--- src/core/cpt_pkg.sv ---
// Purpose: Shared constants and types of the capture postscale timer
// Assumes: APB with 32-bit data, one word per register
// Notes: Offsets are full byte addresses
package cpt_pkg;

  // ----------------------------------------
  // Register map
  // ----------------------------------------
  localparam logic [31:0] ADDR_LOAD = 32'hffff0320;
  localparam logic [31:0] ADDR_VALUE = 32'hffff0324;
  localparam logic [31:0] ADDR_CTRL = 32'hffff0328;
  localparam logic [31:0] ADDR_CLEAR = 32'hffff032c;
  localparam logic [31:0] ADDR_CAPTURE = 32'hffff0330;

  // ----------------------------------------
  // Values after reset
  // ----------------------------------------
  localparam logic [31:0] LOAD_RST = 32'h00000000;
  localparam logic [31:0] VALUE_RST = 32'h0fffffff;
  localparam logic [31:0] CTRL_RST = 32'h01000000;
  localparam logic [31:0] CAPTURE_RST = 32'h00000000;

  // ----------------------------------------
  // Field codes
  // ----------------------------------------
  localparam logic [2:0] SRC_CORE = 3'h0;
  localparam logic [2:0] SRC_LPOSC = 3'h1;
  localparam logic [2:0] SRC_GPIO8 = 3'h2;
  localparam logic [2:0] SRC_GPIO5 = 3'h3;
  localparam logic [3:0] PSC_DIV16 = 4'h4;
  localparam logic [3:0] PSC_DIV256 = 4'h8;
  localparam logic [3:0] PSC_DIV32K = 4'hf;
  localparam logic [1:0] FMT_HMS23 = 2'h2;
  localparam logic [1:0] FMT_HMS255 = 2'h3;
  localparam logic [4:0] EVT_LAST = 5'h11;
  localparam int EVT_NUM = 18;

  // ----------------------------------------
  // Prescaler terminal counts (divisor less one)
  // ----------------------------------------
  localparam logic [14:0] PSC_TC1 = 15'h0000;
  localparam logic [14:0] PSC_TC16 = 15'h000f;
  localparam logic [14:0] PSC_TC256 = 15'h00ff;
  localparam logic [14:0] PSC_TC32K = 15'h7fff;

  // ----------------------------------------
  // Time format limits, one byte per field
  // ----------------------------------------
  localparam logic [7:0] HUND_MAX = 8'h63;
  localparam logic [7:0] MINSEC_MAX = 8'h3b;
  localparam logic [7:0] HOURS_MAX23 = 8'h17;
  localparam logic [7:0] HOURS_MAX255 = 8'hff;

  // Control register layout
  typedef struct packed {
    logic [7:0] post_target;
    logic post_en;
    logic [2:0] rsvd;
    logic cmp_flag;
    logic irq_post;
    logic cap_en;
    logic [4:0] cap_sel;
    logic [2:0] clk_sel;
    logic count_up;
    logic enable;
    logic periodic;
    logic [1:0] fmt;
    logic [3:0] presc;
  } cpt_ctrl_s;

  // APB request from the master
  typedef struct packed {
    logic psel;
    logic penable;
    logic pwrite;
    logic [31:0] paddr;
    logic [31:0] pwdata;
  } cpt_apb_req_s;

endpackage

--- src/core/cpt_timer.sv ---
// Purpose: 32-bit up/down timer with capture and postscaler on APB
// Assumes: One clock pclk at 125 MHz; pins sampled by two flops
// Notes: Zero wait state slave; event lines come from pclk logic
`timescale 1ns/10ps
module cpt_timer (
  input wire logic pclk,
  input wire logic presetn,
  input wire cpt_pkg::cpt_apb_req_s apb_req,
  output logic [31:0] prdata,
  output logic pready,
  output logic pslverr,
  input wire logic lposc_pin,
  input wire logic gpio8_pin,
  input wire logic gpio5_pin,
  input wire logic low_power,
  input wire logic [cpt_pkg::EVT_NUM-1:0] irq_events,
  output logic timer_irq
);

  // ----------------------------------------
  // Time format step
  // ----------------------------------------
  // Steps bytes hundredths, seconds, minutes, hours with carry
  function automatic logic [31:0] hms_step(
    input logic [31:0] v,
    input logic up,
    input logic [7:0] hmax
  );
    logic [31:0] r;
    logic c;
    logic [7:0] f;
    logic [7:0] m;
    r = v;
    c = 1'b1;
    for (int i = 0; i < 4; i++) begin
      f = v[8*i +: 8];
      m = (i == 3) ? hmax : ((i == 0) ? cpt_pkg::HUND_MAX : cpt_pkg::MINSEC_MAX);
      if (c) begin
        if (up) begin
          r[8*i +: 8] = (f >= m) ? 8'h00 : f + 8'h01;
          c = (f >= m);
        end else begin
          r[8*i +: 8] = (f == 8'h00) ? m : f - 8'h01;
          c = (f == 8'h00);
        end
      end
    end
    return r;
  endfunction

  // ----------------------------------------
  // State
  // ----------------------------------------
  cpt_pkg::cpt_ctrl_s ctrl_q;
  logic [31:0] load_q;
  logic [31:0] val_q;
  logic [31:0] val_d;
  logic [31:0] cap_q;
  logic [31:0] prdata_q;
  logic [14:0] psc_q;
  logic [7:0] post_cnt_q;
  logic cmp_flag_q;
  logic irq_q;
  logic [2:0] lposc_s;
  logic [2:0] gpio8_s;
  logic [2:0] gpio5_s;
  logic [cpt_pkg::EVT_NUM-1:0] evt_prev_q;

  // ----------------------------------------
  // APB decode
  // ----------------------------------------
  wire setup = apb_req.psel & ~apb_req.penable;
  wire access = apb_req.psel & apb_req.penable;
  wire wr = access & apb_req.pwrite;
  wire hit_load = apb_req.paddr == cpt_pkg::ADDR_LOAD;
  wire hit_value = apb_req.paddr == cpt_pkg::ADDR_VALUE;
  wire hit_ctrl = apb_req.paddr == cpt_pkg::ADDR_CTRL;
  wire hit_clear = apb_req.paddr == cpt_pkg::ADDR_CLEAR;
  wire hit_cap = apb_req.paddr == cpt_pkg::ADDR_CAPTURE;
  wire hit_any = hit_load | hit_value | hit_ctrl | hit_clear | hit_cap;
  wire load_wr = wr & hit_load;
  wire ctrl_wr = wr & hit_ctrl;
  wire clear_wr = wr & hit_clear;

  // Control word as stored; reserved bits and flag are not kept from the bus
  cpt_pkg::cpt_ctrl_s ctrl_wd;
  assign ctrl_wd = {apb_req.pwdata[31:23], 4'h0, apb_req.pwdata[18:0]};

  // Never waits; unmapped addresses answer with an error
  assign pready = 1'b1;
  assign pslverr = access & ~hit_any;
  assign prdata = prdata_q;

  // Control readback shows live postscaler count and flag
  wire [31:0] ctrl_rd = {post_cnt_q, ctrl_q.post_en, 3'h0, cmp_flag_q,
                         ctrl_q[18:0]};

  // Value and capture are readable only; clear reads as zero
  wire [31:0] rd_mux = hit_load ? load_q :
                       hit_value ? val_q :
                       hit_ctrl ? ctrl_rd :
                       hit_cap ? cap_q : 32'h00000000;

  // ----------------------------------------
  // Source synchronisers and edges
  // ----------------------------------------
  // Two flops per pin; third flop only feeds the edge detector
  always_ff @(posedge pclk or negedge presetn) begin
    if (!presetn) begin
      lposc_s <= 3'h0;
      gpio8_s <= 3'h0;
      gpio5_s <= 3'h0;
    end else begin
      lposc_s <= {lposc_s[1:0], lposc_pin};
      gpio8_s <= {gpio8_s[1:0], gpio8_pin};
      gpio5_s <= {gpio5_s[1:0], gpio5_pin};
    end
  end

  wire lposc_rise = lposc_s[1] & ~lposc_s[2];
  wire gpio8_rise = gpio8_s[1] & ~gpio8_s[2];
  wire gpio5_rise = gpio5_s[1] & ~gpio5_s[2];

  // Core source stops in low power; the others keep ticking
  wire src_tick = (ctrl_q.clk_sel == cpt_pkg::SRC_CORE) ? ~low_power :
                  (ctrl_q.clk_sel == cpt_pkg::SRC_LPOSC) ? lposc_rise :
                  (ctrl_q.clk_sel == cpt_pkg::SRC_GPIO8) ? gpio8_rise :
                  (ctrl_q.clk_sel == cpt_pkg::SRC_GPIO5) ? gpio5_rise : 1'b0;

  // ----------------------------------------
  // Prescaler
  // ----------------------------------------
  // Unlisted codes divide by one
  wire [14:0] psc_tc = (ctrl_q.presc == cpt_pkg::PSC_DIV16) ? cpt_pkg::PSC_TC16 :
                       (ctrl_q.presc == cpt_pkg::PSC_DIV256) ? cpt_pkg::PSC_TC256 :
                       (ctrl_q.presc == cpt_pkg::PSC_DIV32K) ? cpt_pkg::PSC_TC32K :
                       cpt_pkg::PSC_TC1;
  wire run = ctrl_q.enable;
  wire psc_wrap = src_tick & (psc_q >= psc_tc);
  wire cnt_tick = run & psc_wrap;

  always_ff @(posedge pclk or negedge presetn) begin
    if (!presetn) begin
      psc_q <= 15'h0000;
    end else if (!run || ctrl_wr) begin
      psc_q <= 15'h0000;
    end else if (src_tick) begin
      psc_q <= psc_wrap ? 15'h0000 : psc_q + 15'h0001;
    end
  end

  // ----------------------------------------
  // Counter
  // ----------------------------------------
  wire up = ctrl_q.count_up;
  wire hms = (ctrl_q.fmt == cpt_pkg::FMT_HMS23) | (ctrl_q.fmt == cpt_pkg::FMT_HMS255);
  wire [7:0] hmax = (ctrl_q.fmt == cpt_pkg::FMT_HMS23) ? cpt_pkg::HOURS_MAX23 :
                    cpt_pkg::HOURS_MAX255;
  wire [31:0] full = hms ? {hmax, cpt_pkg::MINSEC_MAX, cpt_pkg::MINSEC_MAX,
                            cpt_pkg::HUND_MAX} : 32'hffffffff;
  wire at_term = up ? (val_q == full) : (val_q == 32'h00000000);
  wire timeout = cnt_tick & at_term;

  // Periodic restarts from load; free-running from min or max
  wire [31:0] start = ctrl_q.periodic ? load_q :
                      (up ? 32'h00000000 : full);

  // A control write restarts from the start value of the mode being written
  wire wd_hms = (ctrl_wd.fmt == cpt_pkg::FMT_HMS23) | (ctrl_wd.fmt == cpt_pkg::FMT_HMS255);
  wire [7:0] wd_hmax = (ctrl_wd.fmt == cpt_pkg::FMT_HMS23) ? cpt_pkg::HOURS_MAX23 :
                       cpt_pkg::HOURS_MAX255;
  wire [31:0] wd_full = wd_hms ? {wd_hmax, cpt_pkg::MINSEC_MAX, cpt_pkg::MINSEC_MAX,
                                  cpt_pkg::HUND_MAX} : 32'hffffffff;
  wire [31:0] wd_start = ctrl_wd.periodic ? load_q :
                         (ctrl_wd.count_up ? 32'h00000000 : wd_full);

  // One count step in the chosen direction, binary or time format
  wire [31:0] step = hms ? hms_step(val_q, up, hmax) :
                     (up ? val_q + 32'h00000001 : val_q - 32'h00000001);

  // Next counter value
  always_comb begin
    val_d = val_q;
    if (ctrl_wr) begin
      val_d = wd_start;
    end else if (cnt_tick) begin
      val_d = at_term ? start : step;
    end
  end

  always_ff @(posedge pclk or negedge presetn) begin
    if (!presetn) begin
      val_q <= cpt_pkg::VALUE_RST;
    end else begin
      val_q <= val_d;
    end
  end

  // ----------------------------------------
  // Postscaler
  // ----------------------------------------
  wire [7:0] post_tgt = (ctrl_q.post_target == 8'h00) ? 8'h01 :
                        ctrl_q.post_target;
  wire post_step = ctrl_q.post_en & timeout;
  wire post_hit = post_step & ((post_cnt_q + 8'h01) == post_tgt);

  always_ff @(posedge pclk or negedge presetn) begin
    if (!presetn) begin
      post_cnt_q <= 8'h00;
    end else if (ctrl_wr || post_hit) begin
      post_cnt_q <= 8'h00;
    end else if (post_step) begin
      post_cnt_q <= post_cnt_q + 8'h01;
    end
  end

  // ----------------------------------------
  // Flag and interrupt
  // ----------------------------------------
  wire irq_set = ctrl_q.irq_post ? post_hit : timeout;

  // Setting wins over a clear in the same cycle
  always_ff @(posedge pclk or negedge presetn) begin
    if (!presetn) begin
      cmp_flag_q <= 1'b0;
      irq_q <= 1'b0;
    end else begin
      cmp_flag_q <= post_hit | (cmp_flag_q & ~clear_wr);
      irq_q <= irq_set | (irq_q & ~clear_wr);
    end
  end

  assign timer_irq = irq_q;

  // ----------------------------------------
  // Event capture
  // ----------------------------------------
  wire sel_ok = ctrl_q.cap_sel <= cpt_pkg::EVT_LAST;
  wire evt_now = sel_ok & irq_events[ctrl_q.cap_sel];
  wire evt_was = sel_ok & evt_prev_q[ctrl_q.cap_sel];
  wire cap_fire = ctrl_q.cap_en & evt_now & ~evt_was;

  always_ff @(posedge pclk or negedge presetn) begin
    if (!presetn) begin
      evt_prev_q <= '0;
      cap_q <= cpt_pkg::CAPTURE_RST;
    end else begin
      evt_prev_q <= irq_events;
      if (cap_fire) begin
        cap_q <= val_q;
      end
    end
  end

  // ----------------------------------------
  // Register writes and read data
  // ----------------------------------------
  // Reserved bits and flag are not stored from the bus
  always_ff @(posedge pclk or negedge presetn) begin
    if (!presetn) begin
      ctrl_q <= cpt_pkg::CTRL_RST;
      load_q <= cpt_pkg::LOAD_RST;
    end else begin
      if (ctrl_wr) begin
        ctrl_q <= ctrl_wd;
      end
      if (load_wr) begin
        load_q <= apb_req.pwdata;
      end
    end
  end

  // Read data sampled in the setup cycle
  always_ff @(posedge pclk or negedge presetn) begin
    if (!presetn) begin
      prdata_q <= 32'h00000000;
    end else if (setup) begin
      prdata_q <= apb_req.pwrite ? 32'h00000000 : rd_mux;
    end
  end
endmodule

--- config.mk ---
export PLATFORM = sky130hd
export DESIGN_NAME = cpt_timer
export DESIGN_NICKNAME = d
export VERILOG_FILES = /design/src/core/cpt_pkg.sv /design/src/core/cpt_timer.sv
export SDC_FILE = /design/constraint.sdc
export NUM_CORES = 1
export LEC_CHECK = 0
export BUFFER_PORTS_ARGS = -buffer_cell sky130_fd_sc_hd__buf_2
export CAP_MARGIN = 20
export CELL_PAD_IN_SITES_DETAIL_PLACEMENT = 1
export CELL_PAD_IN_SITES_GLOBAL_PLACEMENT = 1
export CORE_ASPECT_RATIO = 1.4
export CORE_MARGIN = 2
export CORE_UTILIZATION = 43
export CTS_BUF_LIST = sky130_fd_sc_hd__clkbuf_8
export CTS_CLUSTER_DIAMETER = 80
export DETAILED_ROUTE_END_ITERATION = 16
export PLACE_DENSITY = 0.81
export SLEW_MARGIN = 5
export SYNTH_ARGS = -nofsm -noshare
export SYNTH_HDL_FRONTEND = slang
export SYNTH_SLANG_ARGS = --single-unit
--- constraint.sdc ---
create_clock -name pclk -period 4.4 [get_ports pclk]
set_clock_uncertainty 0.1 [all_clocks]
set_input_delay 0 -clock pclk [delete_from_list [all_inputs] [get_ports pclk]]
set_output_delay 0 -clock pclk [all_outputs]
set_load 0.02 [all_outputs]
==> flow_summary.toml <==
[status]
status = "finished with violations"
violations = "negative hold slack"

[clocking]
clockRootBuffer = "clkbuf_8"
numCtsBuffers = 39
cts_buffer_depth = 3
post_cts_resize_count = 0
clock_latency_ns = 0.59
clk_pin_slew_ns = 0.07
htree_levels = 2
cts_tree = "yes"
cts_num_sinks = 208

[floorplanning]
core_area_um2 = 32200
dieArea_um2 = 33900
num_rows = 78
ios = 126
die_height_um = 217
die_w_um = 156
initial_core_util_pct = 43.3

[worst_setup_path]
cpPeakStageDelay_ns = 0.53
cp.required_ns = 4.79
start_kind = "flip-flop"
arrival_ns = 4.27
crit_slowest_cell = "or4_4"
crit_path_max_fanout = 14
crit_top_cell = "nand2_1"
worstSetupPathType = "flip-flop to flip-flop"
cp_cell_sequence = "inv_1, ha_1, or4b_1, or2_0, or4_4, nand2_1, buf_4, nand3_1, nor2_1, nand2_1, a21oi_1"
critPathCaptureType = "flip-flop"

[synthesis]
synth_warnings = 0
syn_nets = 1767
synth_area_um2 = 13900
synth_seq_cells = 208
yosys.area.top_type = "dfrtp_1"
ys_types = 94
seq_area_frac_synth_pct = 37.6
syn_inst = 1615
syn_area_per_cell_um2 = 8.63
async_flop_share_pct = 100
yosysMostFrequentCell = "nand2_1"
synth-edff-count = 0
synth_area_leaders = "dfrtp_1 (32%), nand2_1 (6.5%), dfstp_2 (5.5%), ha_1 (5.4%), o21ai_0 (4.7%)"
ys.flop_type = "dfrtp_1"
yosysTopAreaCellShare_pct = 32.1
synth_common_cells = "nand2_1 (241), dfrtp_1 (179), o21ai_0 (131), nor2_1 (105), a21oi_1 (102)"

[finish]
fillers = 3824
layout-drive-gt1-share_pct = 18.5
syn_to_final_growth_pct = 17.9
fin_cells = 2208
post-route-util_pct = 51.0
nets = 1931

[worst_hold_path]
hold_path.class = "primary input to asynchronous set/reset pin"

[power]
p_per_area_nw_per_um2 = 248
power.leakage_nw = 7.44
peakVddDrop_mv = 0.268
total_power_mw = 4.07

[placement]
dp_cells = 2063
routabilityCongestion = 0.965
portBuffers = 124
place_hpwl_mm = 38.9

[timing]
slew_viol_final = 0
fmax_mhz = 257
rsz0062_at_grt = "no"
holdWs_ns = -0.0395
worst_pin_slew_ns = 1.04
slew_headroom_pct = 30.2
fin_crit_ns = 3.88
finalSetupViolations = 0
hold_viol = 16
finalSetupTns_ns = 0
layout_worst_path_cycle_share_pct = 88.3

[global_routing]
grt_pass1_wl_mm = 90.5
grt_pass1_vias = 15793
grt_max_degree = 99
grt_usage_pct = 34.6
grt_overflow = 0
antenna_found_initial = 1

[route]
drt_wl_total_mm = 58.6
via_count = 14676
ant_nets = 0
drc_errors = 0
drtPass1Iterations = 5
vias_per_cell = 6.65
drt_iter0_drc = 1117
wl_per_cell_um = 26.5

[run]
cap_violations = 0
## final timing paths
kind / slack (ns) / start / to / cells past startpoint
max in group asynchronous: 2.97 / presetn / prdata[9] / 3
worst min register to register: 0.25 / gpio5_s[0] / gpio5_s[1] / 0
worst max register to register: 0.52 / val_q[0] / post_cnt_q[5] / 11
worst max-delay path: 0.52 / val_q[0] / post_cnt_q[5] / 11
min in group pclk: 0 / irq_events[17] / evt_prev_q[17] / 2
worst min-delay path: -0.04 / presetn / psc_q[12] / 2
## flip-flops by register name (all words and copies together) (netlist names)
name / flops
cmp_flag_q: 1
run: 1
timer_irq: 1
gpio5_s: 3
cap_q: 32
evt_prev_q: 18
val_q: 32
ctrl_q: 26
up: 1
load_q: 32
prdata: 32
lposc_s: 3
post_cnt_q: 8
psc_q: 15
gpio8_s: 3
## cells by family (layout without fill, tap and decap cells)
kind of cell | count (synthesis) | in the layout | share of synthesized area (%)
buf+inv | 147 | 339 | 4.19
mux | 62 | 62 | 5.06
fa+ha+maj | 61 | 61 | 5.53
compound gates | 484 | 484 | 23.1
xor+xnor | 61 | 61 | 3.83
other cells | 1 | 2 | 0.0269
simple gates | 591 | 591 | 20.6
flops | 208 | 208 | 37.6
## critical path, delay by kind of cell, from the launching register on
kind | cells | cell delay [ns]
buf+inv | 2 | 0.34
compound gates | 1 | 0.18
fa+ha+maj | 1 | 0.28
simple gates | 7 | 2.46
flops | 1 | 0.44
## area by class of cell
cell class,count,area (um2),share of cell area (%)
inverter,34,128,0.777
multi-input combinational,1260,8130,49.5
tap,400,500,3.05
sequential,208,5240,31.9
clock inverter,22,110,0.670
timing repair buffer,236,1680,10.2
clock buffer,47,647,3.94
antenna,1,2.50,0.0152
## routing by layer
layer,track usage (%),vias up,share of wire [%]
li1,-,6317,-
met5,0,-,0
met1,35.8,7285,35
met4,27.6,0,9.7
met2,61.1,739,50
met3,5.89,335,6.0
## power breakdown
part	leakage (nW)	internal [mW]	total, mW	switching, mW
Clock	0.448	0.975	1.93	0.960
Sequential	2.72	1.93	1.93	0.00594
Combinational	4.27	0.0886	0.207	0.118
## timing repair
action / in CTS / in global routing
setup buffers: 0 / 0
hold buffers: 74 / 0
hold endpoints to repair: 226 / 0
endpoints found under the setup margin: 0 / 0
## cell usage in the layout, fill, tap and decap left out, types with 6 or more instances in the layout
cell	netlist	final
dlygate4sd3_1	0	74
a21o_1	24	24
o211ai_1	18	18
nand4_1	24	24
o221ai_1	40	40
xnor2_1	27	27
buf_4	1	36
nand2b_1	14	14
buf_2	11	123
a221oi_1	32	32
and2_1	9	9
nor2b_1	10	10
o22ai_1	9	9
o21ai_0	131	131
nor3_1	31	31
a21oi_1	102	102
mux2_2	58	58
nand3_1	49	49
and3_1	25	25
a211oi_1	21	21
a41oi_1	9	9
xor2_1	34	34
or2_2	7	7
nand2_1	241	241
ha_1	60	60
and4_1	7	7
o32ai_1	6	6
nor4_1	18	18
dfstp_2	29	29
nor2_1	105	101
nand3b_1	6	6
a31oi_1	23	23
dfrtp_1	179	179
inv_1	33	50
or3_1	9	9
clkbuf_8	0	48
## per-stage QoR
step | setup slack [ns] | cell area, um2
after floorplan | 0.208 | 13900
after global placement | 0.751 | 14900
after detailed placement | 0.604 | 14900
after CTS | 0.587 | 16400
after global routing | 0.150 | 16400
final | 0.516 | 16400
Power figures use the tool's default switching activity.
